**src/hdl/board_wd_pkg.sv**
```systemverilog
// Purpose: Constants and types for the board watchdog and front panel indicators
// Assumes: 100 MHz system clock, register port with one-cycle read latency
// Notes: Cycles per second are a parameter of the top module; the periods in seconds are constants here
// Behaviour
// Four selectable periods: 2, 10, 50, 255 s
// Watchdog inactive after reset, no boot triggers
// First trigger arms watchdog and starts timing
// Trigger gap over period issues system reset
// Once armed, stays armed until reset
// Period may change anytime, applies next check
// Host must trigger within the selected period
// Failure bit makes power LED blink red
// Power LED off/green/yellow blink/red by state
// GP green follows high control bit
// GP red follows chipset output high
// Sleep states set power, GP, disk patterns
// Disk LED blinks on SATA activity in S0
// Overtemp LED lights on processor throttle
// Open handle blinks power LED yellow
// Each trigger-location write is one trigger
package board_wd_pkg;
    localparam int ADDR_W = 4;
    localparam logic [3:0] OFS_CTRL_LOW = 4'h0;
    localparam logic [3:0] OFS_CTRL_HIGH = 4'h1;
    localparam logic [3:0] OFS_WD_CTRL = 4'h2;
    localparam logic [3:0] OFS_WD_TRIGGER = 4'h3;
    localparam logic [3:0] OFS_STATUS = 4'h4;
    localparam logic [3:0] OFS_IRQ_STATUS = 4'h5;
    localparam logic [3:0] OFS_IRQ_ENABLE = 4'h6;
    localparam logic [3:0] OFS_IRQ_CLEAR = 4'h7;
    localparam int BIT_SW_FAIL = 0;
    localparam int BIT_GP_GREEN = 0;
    localparam int IRQ_ARMED = 0;
    localparam int IRQ_EXPIRED = 1;
    localparam logic [7:0] CTRL_RESET = 8'h00;
    localparam logic [1:0] PERIOD_RESET = 2'h0;
    localparam int CLK_HZ = 100_000_000;
    localparam int TICK_CYCLES = CLK_HZ;
    localparam int BLINK_HALF_MS = 250;
    localparam int BLINK_HALF_CYCLES = BLINK_HALF_MS * (CLK_HZ / 1000);
    localparam int PERIOD0_S = 2;
    localparam int PERIOD1_S = 10;
    localparam int PERIOD2_S = 50;
    localparam int PERIOD3_S = 255;
    localparam int RESET_PULSE_CYCLES = 16;
    typedef enum logic [1:0] {PS_S0, PS_S3, PS_S4, PS_S5} power_state_t;
    typedef enum logic [1:0] {LED_OFF, LED_GREEN, LED_RED, LED_YELLOW} led_color_t;
endpackage

```
**src/hdl/led_bus_if.sv**
```systemverilog
// Purpose: Carries blink phase and indicator colours between modules
// Assumes: Single clock domain
// Notes: None
`timescale 1ns/10ps
interface led_bus_if;
    import board_wd_pkg::*;
    logic blink;
    led_color_t power_good_indicator;
    led_color_t general_purpose_indicator;
    led_color_t disk_activity_indicator;
    modport producer (output power_good_indicator, output general_purpose_indicator,
        output disk_activity_indicator, input blink);
    modport blinker (output blink);
    modport consumer (input power_good_indicator, input general_purpose_indicator,
        input disk_activity_indicator, input blink);
endinterface

```
**src/hdl/board_watchdog.sv**
```systemverilog
// Purpose: Software-armed board watchdog with front panel indicator drive
// Assumes: Register port strobes one cycle long, read data the cycle after
// Notes: Cycles per second are a parameter so simulation can shorten the periods
`timescale 1ns/10ps
module board_watchdog #(
    parameter int TICK_CYCLES_P = board_wd_pkg::TICK_CYCLES
) (
    input wire logic clk_sys_i,
    input wire logic rst_n_i,
    input wire logic [board_wd_pkg::ADDR_W-1:0] addr_i,
    input wire logic [7:0] wdata_i,
    input wire logic wr_i,
    input wire logic rd_i,
    output logic [7:0] rdata_o,
    input board_wd_pkg::power_state_t power_state_i,
    input wire logic handle_open_i,
    input wire logic power_fault_i,
    input wire logic gp_red_chipset_output_i,
    input wire logic sata_activity_i,
    input wire logic proc_hot_i,
    output board_wd_pkg::led_color_t power_good_indicator_o,
    output board_wd_pkg::led_color_t general_purpose_indicator_o,
    output board_wd_pkg::led_color_t disk_activity_indicator_o,
    output logic overtemp_indicator_o,
    output logic sys_reset_req_o,
    output logic irq_o
);
    import board_wd_pkg::*;

    logic [7:0] board_control_low_reg;
    logic [7:0] board_control_high_reg;
    logic [1:0] period_sel_reg;
    logic armed_reg;
    logic [31:0] tick_cnt_reg;
    logic [7:0] sec_cnt_reg;
    logic [4:0] rst_pulse_reg;
    logic [1:0] irq_status_reg;
    logic [1:0] irq_enable_reg;
    logic [7:0] rdata_reg;
    logic [7:0] rdata_next;
    logic [7:0] period_s;

    wire logic wr_ctrl_low = wr_i && (addr_i == OFS_CTRL_LOW);
    wire logic wr_ctrl_high = wr_i && (addr_i == OFS_CTRL_HIGH);
    wire logic wr_wd_ctrl = wr_i && (addr_i == OFS_WD_CTRL);
    // Each write here is exactly one trigger, data ignored
    wire logic trigger = wr_i && (addr_i == OFS_WD_TRIGGER);
    wire logic wr_irq_en = wr_i && (addr_i == OFS_IRQ_ENABLE);
    wire logic wr_irq_clr = wr_i && (addr_i == OFS_IRQ_CLEAR);
    wire logic tick = (tick_cnt_reg == 32'(TICK_CYCLES_P - 1));
    wire logic pulse_active = (rst_pulse_reg != 5'h00);

    always_comb begin
        unique case (period_sel_reg)
            2'h0: period_s = 8'(PERIOD0_S);
            2'h1: period_s = 8'(PERIOD1_S);
            2'h2: period_s = 8'(PERIOD2_S);
            2'h3: period_s = 8'(PERIOD3_S);
        endcase
    end

    // Live comparison so a reprogrammed period takes effect at once
    wire logic expire = armed_reg && !trigger && tick && (sec_cnt_reg >= period_s - 8'h01);

    always_ff @(posedge clk_sys_i or negedge rst_n_i) begin
        if (!rst_n_i) begin
            board_control_low_reg <= CTRL_RESET;
            board_control_high_reg <= CTRL_RESET;
            period_sel_reg <= PERIOD_RESET;
        end else begin
            if (wr_ctrl_low)
                board_control_low_reg <= wdata_i;
            if (wr_ctrl_high)
                board_control_high_reg <= wdata_i;
            if (wr_wd_ctrl)
                period_sel_reg <= wdata_i[1:0];
        end
    end

    // Arming; there is no path back to idle except system reset
    always_ff @(posedge clk_sys_i or negedge rst_n_i) begin
        if (!rst_n_i)
            armed_reg <= 1'b0;
        else if (trigger)
            armed_reg <= 1'b1;
    end

    // Timing restarts at every trigger and after each expiry, so one lapse gives one request
    always_ff @(posedge clk_sys_i or negedge rst_n_i) begin
        if (!rst_n_i) begin
            tick_cnt_reg <= 32'h00000000;
            sec_cnt_reg <= 8'h00;
        end else if (trigger || !armed_reg || expire) begin
            tick_cnt_reg <= 32'h00000000;
            sec_cnt_reg <= 8'h00;
        end else if (tick) begin
            tick_cnt_reg <= 32'h00000000;
            sec_cnt_reg <= (sec_cnt_reg == 8'hFF) ? sec_cnt_reg : sec_cnt_reg + 8'h01;
        end else begin
            tick_cnt_reg <= tick_cnt_reg + 32'h00000001;
        end
    end

    // Stretched reset request; the board reset returns us to idle
    always_ff @(posedge clk_sys_i or negedge rst_n_i) begin
        if (!rst_n_i)
            rst_pulse_reg <= 5'h00;
        else if (expire)
            rst_pulse_reg <= 5'(RESET_PULSE_CYCLES);
        else if (pulse_active)
            rst_pulse_reg <= rst_pulse_reg - 5'h01;
    end
    assign sys_reset_req_o = pulse_active;

    // Sticky events; a set in the clear cycle wins
    wire logic [1:0] irq_set = {expire, trigger && !armed_reg};
    always_ff @(posedge clk_sys_i or negedge rst_n_i) begin
        if (!rst_n_i) begin
            irq_status_reg <= 2'h0;
            irq_enable_reg <= 2'h0;
        end else begin
            irq_status_reg <= (irq_status_reg & ~(wr_irq_clr ? wdata_i[1:0] : 2'h0)) | irq_set;
            if (wr_irq_en)
                irq_enable_reg <= wdata_i[1:0];
        end
    end
    assign irq_o = |(irq_status_reg & irq_enable_reg);

    always_comb begin
        unique case (addr_i)
            OFS_CTRL_LOW: rdata_next = board_control_low_reg;
            OFS_CTRL_HIGH: rdata_next = board_control_high_reg;
            OFS_WD_CTRL: rdata_next = {6'h00, period_sel_reg};
            OFS_STATUS: rdata_next = {4'h0, proc_hot_i, pulse_active, armed_reg, handle_open_i};
            OFS_IRQ_STATUS: rdata_next = {6'h00, irq_status_reg};
            OFS_IRQ_ENABLE: rdata_next = {6'h00, irq_enable_reg};
            default: rdata_next = 8'h00;
        endcase
    end
    always_ff @(posedge clk_sys_i or negedge rst_n_i) begin
        if (!rst_n_i)
            rdata_reg <= 8'h00;
        else
            rdata_reg <= rd_i ? rdata_next : 8'h00;
    end
    assign rdata_o = rdata_reg;

    led_bus_if leds ();

    blink_gen u_blink (
        .clk_sys_i(clk_sys_i),
        .rst_n_i(rst_n_i),
        .leds(leds.blinker)
    );

    led_decode u_decode (
        .power_state_i(power_state_i),
        .handle_open_i(handle_open_i),
        .power_fault_i(power_fault_i),
        .sw_failure_indicate_bit_i(board_control_low_reg[BIT_SW_FAIL]),
        .gp_green_enable_bit_i(board_control_high_reg[BIT_GP_GREEN]),
        .gp_red_chipset_output_i(gp_red_chipset_output_i),
        .sata_activity_i(sata_activity_i),
        .leds(leds.producer)
    );

    always_ff @(posedge clk_sys_i or negedge rst_n_i) begin
        if (!rst_n_i) begin
            power_good_indicator_o <= LED_OFF;
            general_purpose_indicator_o <= LED_OFF;
            disk_activity_indicator_o <= LED_OFF;
            overtemp_indicator_o <= 1'b0;
        end else begin
            power_good_indicator_o <= leds.power_good_indicator;
            general_purpose_indicator_o <= leds.general_purpose_indicator;
            disk_activity_indicator_o <= leds.disk_activity_indicator;
            overtemp_indicator_o <= proc_hot_i;
        end
    end
endmodule // board_watchdog

```
**src/hdl/blink_gen.sv**
```systemverilog
// Purpose: Free-running blink phase for indicators
// Assumes: 100 MHz clock
// Notes: Half period set by package constant
`timescale 1ns/10ps
module blink_gen (
    input wire logic clk_sys_i,
    input wire logic rst_n_i,
    led_bus_if.blinker leds
);
    import board_wd_pkg::*;
    logic [27:0] cnt_reg;
    logic phase_reg;
    wire logic wrap = (cnt_reg == 28'(BLINK_HALF_CYCLES - 1));
    always_ff @(posedge clk_sys_i or negedge rst_n_i) begin
        if (!rst_n_i) begin
            cnt_reg <= 28'h0000000;
            phase_reg <= 1'b0;
        end else begin
            cnt_reg <= wrap ? 28'h0000000 : cnt_reg + 28'h0000001;
            phase_reg <= wrap ? ~phase_reg : phase_reg;
        end
    end
    assign leds.blink = phase_reg;
endmodule // blink_gen

```
**src/hdl/led_decode.sv**
```systemverilog
// Purpose: Chooses indicator colours from power state, handle and control bits
// Assumes: Inputs synchronous to clk
// Notes: Purely combinational
`timescale 1ns/10ps
module led_decode (
    input board_wd_pkg::power_state_t power_state_i,
    input wire logic handle_open_i,
    input wire logic power_fault_i,
    input wire logic sw_failure_indicate_bit_i,
    input wire logic gp_green_enable_bit_i,
    input wire logic gp_red_chipset_output_i,
    input wire logic sata_activity_i,
    led_bus_if.producer leds
);
    import board_wd_pkg::*;
    wire logic in_sleep = (power_state_i != PS_S0);
    always_comb begin
        if (in_sleep)
            leds.power_good_indicator = LED_OFF;
        else if (sw_failure_indicate_bit_i)
            leds.power_good_indicator = leds.blink ? LED_RED : LED_OFF;
        else if (power_fault_i)
            leds.power_good_indicator = LED_RED;
        else if (handle_open_i)
            leds.power_good_indicator = leds.blink ? LED_YELLOW : LED_OFF;
        else
            leds.power_good_indicator = LED_GREEN;
    end
    always_comb begin
        unique case (power_state_i)
            PS_S5: begin
                leds.general_purpose_indicator = LED_GREEN;
                leds.disk_activity_indicator = LED_GREEN;
            end
            PS_S4: begin
                leds.general_purpose_indicator = LED_GREEN;
                leds.disk_activity_indicator = LED_OFF;
            end
            PS_S3: begin
                leds.general_purpose_indicator = LED_OFF;
                leds.disk_activity_indicator = LED_GREEN;
            end
            PS_S0: begin
                if (gp_green_enable_bit_i && gp_red_chipset_output_i)
                    leds.general_purpose_indicator = LED_YELLOW;
                else if (gp_red_chipset_output_i)
                    leds.general_purpose_indicator = LED_RED;
                else if (gp_green_enable_bit_i)
                    leds.general_purpose_indicator = LED_GREEN;
                else
                    leds.general_purpose_indicator = LED_OFF;
                leds.disk_activity_indicator = (sata_activity_i && leds.blink) ? LED_GREEN : LED_OFF;
            end
        endcase
    end
endmodule // led_decode

```
**config.mk**
```make
export PLATFORM = sky130hd
export DESIGN_NAME = board_watchdog
export DESIGN_NICKNAME = d
export VERILOG_FILES = /design/src/hdl/board_wd_pkg.sv /design/src/hdl/led_bus_if.sv /design/src/hdl/board_watchdog.sv /design/src/hdl/blink_gen.sv /design/src/hdl/led_decode.sv
export SDC_FILE = /design/constraint.sdc
export NUM_CORES = 1
export LEC_CHECK = 0
export BUFFER_PORTS_ARGS = -buffer_cell sky130_fd_sc_hd__buf_2
export CAP_MARGIN = 25
export CORE_UTILIZATION = 45
export CTS_CLUSTER_SIZE = 10
export DETAILED_ROUTE_END_ITERATION = 7
export SLEW_MARGIN = 20
export SYNTH_ARGS = -nofsm -noshare
export SYNTH_HDL_FRONTEND = slang
export SYNTH_SLANG_ARGS = --single-unit
```
**constraint.sdc**
```tcl
create_clock -name clk_sys_i -period 3.19 [get_ports clk_sys_i]
set_input_delay 0.638 -clock clk_sys_i [delete_from_list [all_inputs] [get_ports clk_sys_i]]
set_output_delay 0.638 -clock clk_sys_i [all_outputs]
set_load 0.01 [all_outputs]
```
==> results of run 1 <==
-- worst max path at each step --
stage                                       to  slack [ps]
floorplan           sec_cnt_reg[3]$_DFFE_PN0P_        1130
global placement               sys_reset_req_o         840
detailed placement  sec_cnt_reg[2]$_DFFE_PN0P_         780
CTS                            sys_reset_req_o         390
global route                   sys_reset_req_o         270
finish                         sys_reset_req_o         410
-- through the flow --
step / hold slack (ps) / std cells / total power, mW / area, µm² / setup slack (ps)
floorplan: 342 / 530 / 1.80 / 5570 / 1130
global placement: 460 / 718 / 1.90 / 5890 / 837
detailed placement: 459 / 718 / 1.92 / 5890 / 779
CTS: 329 / 734 / 3.05 / 6190 / 392
global route: 372 / 734 / 3.15 / 6190 / 274
finish: 312 / 734 / 3.01 / 6190 / 414
-- where the power goes --
| group | total (mW) | switching (mW) | internal (mW) | leakage (nW) |
|---|---|---|---|---|
| combinational | 0.320 | 0.180 | 0.141 | 1.19 |
| clock | 1.12 | 0.566 | 0.556 | 0.146 |
| sequential | 1.57 | 0.0702 | 1.49 | 1.48 |
| total | 3.01 | 0.816 | 2.19 | 2.82 |
-- cell usage after synthesis (all sizes together) (5+ instances only) --
| cell | n | area [µm²] |
|---|---|---|
| dfrtp | 111 | 2780 |
| nor2 | 75 | 284 |
| xnor2 | 32 | 280 |
| nand3 | 31 | 160 |
| nand2 | 30 | 115 |
| xor2 | 26 | 228 |
| nor3 | 22 | 131 |
| nand4 | 19 | 140 |
| mux2 | 17 | 191 |
| buf | 16 | 95.1 |
| inv | 16 | 60.1 |
| and3 | 14 | 88.8 |
| o21ai | 13 | 72.6 |
| ha | 12 | 150 |
| nor4 | 11 | 98.8 |
| mux2i | 10 | 100 |
| a21oi | 8 | 40.0 |
| and4 | 7 | 65.1 |
| a211oi | 5 | 55.1 |
-- worst max-delay path, stage by stage (launching register included) --
cell,delay (ps)
dfrtp_1,390
inv_1,100
ha_1,180
or3b_2,460
nor2_1,360
inv_1,140
buf_2,170
-- cell families (layout without fill, tap and decap cells) --
family / Yosys count / in the layout / share of synthesized area [%]
AND/OR/NAND/NOR: 234 / 234 / 22.9
flip-flops: 111 / 111 / 49.9
XOR/XNOR: 58 / 58 / 9.12
AO/OA/AOI/OAI: 49 / 49 / 6.29
buffers and inverters: 36 / 72 / 3.05
multiplexers: 29 / 29 / 6.04
adder cells (fa/ha/maj): 12 / 12 / 2.69
other: 1 / 1 / 0.0673
-- per-layer routing --
layer	up-vias	part of all wire (%)
li1	1917	-
met1	1966	48
met2	70	48
met3	9	3.2
met4	0	1.0
met5	-	0
-- layout by cell type (no fill, tap or decap), types with 9 or more instances in the layout --
cell	n
dfrtp_1	111
nor2_1	74
buf_2	37
xnor2_1	32
nand3_1	30
nand2_1	29
xor2_1	26
nor3_1	19
nand4_1	17
inv_1	16
mux2_2	16
and3_1	13
ha_1	12
o21ai_0	11
mux2i_1	10
nor4_1	9
clkbuf_16	9
-- final cells by class --
type | instances | area [µm²] | share of cell area [%]
clock inverter | 7 | 71.3 | 1.15
multi-input combinational | 383 | 2620 | 42.4
timing repair buffer | 40 | 220 | 3.56
tap | 168 | 210 | 3.40
sequential | 111 | 2780 | 44.9
clock buffer | 9 | 225 | 3.64
inverter | 16 | 60.1 | 0.970
==> out/qor.yml, run 1 <==
timing:
  maxSlewHeadroom_pct: 50.8
  hold_violations: 0
  fin_skew_ps: 9.25
  finalSetupViolations: 0
  fmax_mhz: 360
  tightest_slew_ps: 737
  post-route-period-util_pct: 87.0
  fin_tns_setup_ps: 0
  period_needed_ps: 2780
  final_max_slew_viol_count: 0
  rsz0062_at_grt: "false"
clock_tree:
  cts_root_buf: "clkbuf_16"
  cts_max_path_buffers: 2
  cts_buffers: 9
  clk_latency_ps: 350
  hold_buffers: 0
  cts-resized-gates: 0
  clk_pin_slew_ps: 80
  cts_tree: "built"
  postCtsSetupBuffers: 0
  cts_num_sinks: 111
  htree_levels: 3
global_routing:
  use_met2_pct: 28.9
  overflow: 0
  use_met1_pct: 24.8
  grt_antenna_before_repair: 0
  gr-usage-all-layers_pct: 18.1
  grt_use_met3_pct: 3.43
  grt-busiest-layer: "met2"
  grt_max_degree: 62
  grt_pass1_wl_mm: 18.7
  first_global_vias: 3940
setup_path:
  worstSetupPathType: "register to output pin"
  cp.required_ps: 2550
  critPathLaunchType: "register"
  r2r_cells: 7
  cp_max_fo: 5
  arrival_ps: 2140
  endpoint_kind: "output pin"
  rr_startpoint: "period_sel_reg[1]$_DFFE_PN0P_"
  regToRegSetupSlack_ps: 840
  timing.rr.end: "sec_cnt_reg[3]$_DFFE_PN0P_"
  cp-startpoint: "rst_pulse_reg[0]$_DFFE_PN0P_"
synth:
  async_reset_ff_share_pct: 100
  synth_edf_count: 0
  ys.flop_type: "dfrtp_1"
  synth_seq_cells: 111
  syn_area_um2: 5570
  syn_inst: 530
  synth_area_per_cell_um2: 10.5
  yosysWarnings: 0
  synth.distinct_cells: 64
  synth-seq-area-share_pct: 49.9
  syn-num-nets: 565
placement:
  gp_congestion: 0.834
  io_buffer_count: 38
  dpl.hpwl_mm: 7.39
pwr:
  power.density_nw_per_um2: 486
  p_leak_nw: 2.82
  peakVddDrop_uv: 223
layout:
  final.fill_count: 1116
  largest_reg_flops: 32
  nNetsFinal: 596
  insertedDiodeCount: 0
  layout-drive-gt1-share_pct: 16.4
  utilization_pct: 51.3
  area_delta_synth_final_pct: 11.1
routing:
  firstDrtPassIters: 4
  drc_errors: 0
  wirelength_mm: 10.7
  drt_iter0_markers: 240
  num_vias: 3962
  ant_nets: 0
  viasPerCell: 5.40
  avgRoutedWirePerCell_um: 14.5
hold_path:
  hold_class: "primary input to async pin"
floorplanning:
  io_pins: 40
  initial_utilization_pct: 46.2
  fp-row-count: 40
  die_w_um: 113
  die-area_um2: 12800
  core-area_um2: 12100
  die_h_um: 113
outcome:
  outcome: "finished clean"
run:
  max_cap_viol_count: 0
(Power assumes the default switching activity.)
==> run 2: changes to the inputs <==
--- a/config.mk
+++ b/config.mk
@@ -7,9 +7,10 @@
 export LEC_CHECK = 0
 export BUFFER_PORTS_ARGS = -buffer_cell sky130_fd_sc_hd__buf_2
 export CAP_MARGIN = 25
-export CORE_UTILIZATION = 45
+export CORE_UTILIZATION = 65
 export CTS_CLUSTER_SIZE = 10
 export DETAILED_ROUTE_END_ITERATION = 7
+export PLACE_DENSITY = 0.85
 export SLEW_MARGIN = 20
 export SYNTH_ARGS = -nofsm -noshare
 export SYNTH_HDL_FRONTEND = slang
==> run 2 against run 1 <==
Compared with the run above: cell area down 3.4%; highest routed layer unchanged; fmax is 2.6% higher; count of clock-buffer cells in the layout is the same; utilization up 21 points; cell count is 8.9% lower; first-iteration DRC count is 17% higher; total power fell by 12%; critical path type unchanged; largest power group unchanged; worst hold slack worse by 14 ps; via count up 2.1%; critical endpoint unchanged; non-clock buffer count stayed put; sequential power about the same; combinational power increased by 2%.
==> out/qor.yml, run 2 (same netlist as run 1, synthesis figures left out) <==
timing:
  fin_tns_setup_ps: 0  # unchanged
  post-route-worst-setup-slack_ps: 483  # was 414 ps
  fmax_mhz: 369  # was 360 MHz
  final_max_slew_viol_count: 0  # unchanged
  tightest_slew_ps: 731  # was 737 ps
  hold_violations: 0  # unchanged
  finalSetupViolations: 0  # unchanged
  maxSlewHeadroom_pct: 51.2  # was 50.8%
  whs_ps: 298  # was 312 ps
  period_needed_ps: 2710  # was 2780 ps
  rsz0062_at_grt: "false"  # unchanged
  post-route-period-util_pct: 84.8  # was 87.0%
  fin_skew_ps: 8.64  # was 9.25 ps
clock_tree:
  clk_pin_slew_ps: 100  # was 80 ps
  clk_latency_ps: 360  # was 350 ps
  htree_levels: 3  # unchanged
  postCtsSetupBuffers: 0  # unchanged
  cts_tree: "built"  # unchanged
  cts_root_buf: "clkbuf_8"  # was clkbuf_16
  hold_buffers: 0  # unchanged
  cts-resized-gates: 0  # unchanged
  cts_buffers: 9  # unchanged
  cts_num_sinks: 111  # unchanged
  cts_max_path_buffers: 2  # unchanged
placement:
  io_buffer_count: 38  # unchanged
  dp_slack_ps: 817  # was 779 ps
  gp_congestion: 0.904  # was 0.834
  post_dp_cell_area_um2: 5810  # was 5890 µm²
  dpl.hpwl_mm: 7.90  # was 7.39 mm
setup_path:
  worstSetupPathType: "register to output pin"  # unchanged
  arrival_ps: 2070  # was 2140 ps
  endpoint_kind: "output pin"  # unchanged
  cp_max_fo: 5  # unchanged
  cp.required_ps: 2550  # about the same
  critPathLaunchType: "register"  # unchanged
routing:
  num_vias: 4047  # was 3962
  wirelength_mm: 10.9  # was 10.7 mm
  viasPerCell: 6.05  # was 5.40
  drc_errors: 0  # unchanged
  avgRoutedWirePerCell_um: 16.2  # was 14.5 µm
  drt_iter0_markers: 280  # was 240
  firstDrtPassIters: 4  # unchanged
  ant_nets: 0  # unchanged
global_routing:
  grt_max_degree: 59  # was 62
  gr-usage-all-layers_pct: 26.1  # was 18.1%
  overflow: 0  # unchanged
  grt_antenna_before_repair: 0  # unchanged
  grt_pass1_wl_mm: 18.0  # was 18.7 mm
  first_global_vias: 3891  # was 3940
floorplanning:
  core-area_um2: 8260  # was 12100 µm²
  fp-row-count: 33  # was 40
  initial_utilization_pct: 67.5  # was 46.2%
  io_pins: 40  # unchanged
  die-area_um2: 8950  # was 12800 µm²
  die_w_um: 94.6  # was 113 µm
  die_h_um: 94.6  # was 113 µm
layout:
  layout-drive-gt1-share_pct: 16.1  # was 16.4%
  nNetsFinal: 596  # unchanged
  final.fill_count: 578  # was 1116
  final_common_cell: "dfrtp_1"  # unchanged
  largest_reg_flops: 32  # unchanged
  insertedDiodeCount: 0  # unchanged
  final_cell_mix: "dfrtp_1, nor2_1, buf_2, xnor2_1, nand3_1"  # unchanged
  area_delta_synth_final_pct: 7.32  # was 11.1%
  final_cell_area_um2: 5980  # was 6190 µm²
outcome:
  outcome: "finished clean"  # unchanged
run:
  max_cap_viol_count: 0  # unchanged
pwr:
  p_leak_nw: 2.76  # was 2.82 nW
  power.density_nw_per_um2: 442  # was 486 nW/µm²
  peakVddDrop_uv: 324  # was 223 µV
hold_path:
  hold_class: "primary input to async pin"  # unchanged
## run 2: cell types whose count changed in the layout (fill, tap and decap cells not counted), sizes merged
cell / previous run / this run
clkinv: 2 / 1
clkinvlp: 0 / 1
inv: 21 / 19
## run 2: worst max-delay path, stage by stage, from the launching register on
cell	delay [ps]
dfrtp_1	390
inv_1	90
ha_1	170
or3b_2	460
nor2_1	310
inv_1	120
buf_2	160
## run 2: cell type report
type,instances,area [µm²],share of cell area [%]
Multi-Input combinational cell,383,2620,43.9
Tap cell,105,131,2.20
Clock buffer,9,124,2.07
Clock inverter,5,42.5,0.711
Inverter,16,60.1,1.00
Sequential cell,111,2780,46.5
Timing Repair Buffer,40,220,3.68
## run 2: per-layer routing
layer | routed length, µm | vias up | GRT usage, % | share of wire, %
met5 | 0 | - | 0 | 0
li1 | - | 1929 | - | -
met1 | 4750 | 2007 | 35.1 | 44
met4 | 229 | 0 | 9.47 | 2.1
met2 | 5480 | 91 | 43.4 | 50
met3 | 395 | 20 | 3.70 | 3.6
## run 2: through the flow
stage          utilization (%)  cells  total power [mW]
2_1_floorplan                -    530              1.80
3_3_place_gp              70.4    655              1.89
3_5_place_dp              70.4    655              1.92
4_1_cts                   72.4    669              2.66
5_1_grt                   72.4    669              2.77
6_report                  72.4    669              2.64
## run 2: worst paths after layout
check                                                    from                             end  slack, ps  cells past startpoint
worst max-delay path             rst_pulse_reg[0]$_DFFE_PN0P_                 sys_reset_req_o        480                      6
worst min-delay path                                  rst_n_i    u_blink.cnt_reg[4]$_DFF_PN0_        300                      1
worst max register to register  period_sel_reg[0]$_DFFE_PN0P_      sec_cnt_reg[3]$_DFFE_PN0P_        780                      7
worst min register to register  u_blink.cnt_reg[27]$_DFF_PN0_   u_blink.cnt_reg[27]$_DFF_PN0_        480                      1
max in group asynchronous                             rst_n_i            rdata_o[4]$_DFF_PN0_       2170                      2
min in group clk_sys_i                             proc_hot_i  overtemp_indicator_o$_DFF_PN0_        400                      1
## run 2: report_power, final
group / internal, mW / leakage [nW] / switching, mW
registers: 1.50 / 1.48 / 0.0661
logic: 0.142 / 1.19 / 0.184
clock network: 0.286 / 0.0826 / 0.470
total: 1.92 / 2.76 / 0.721
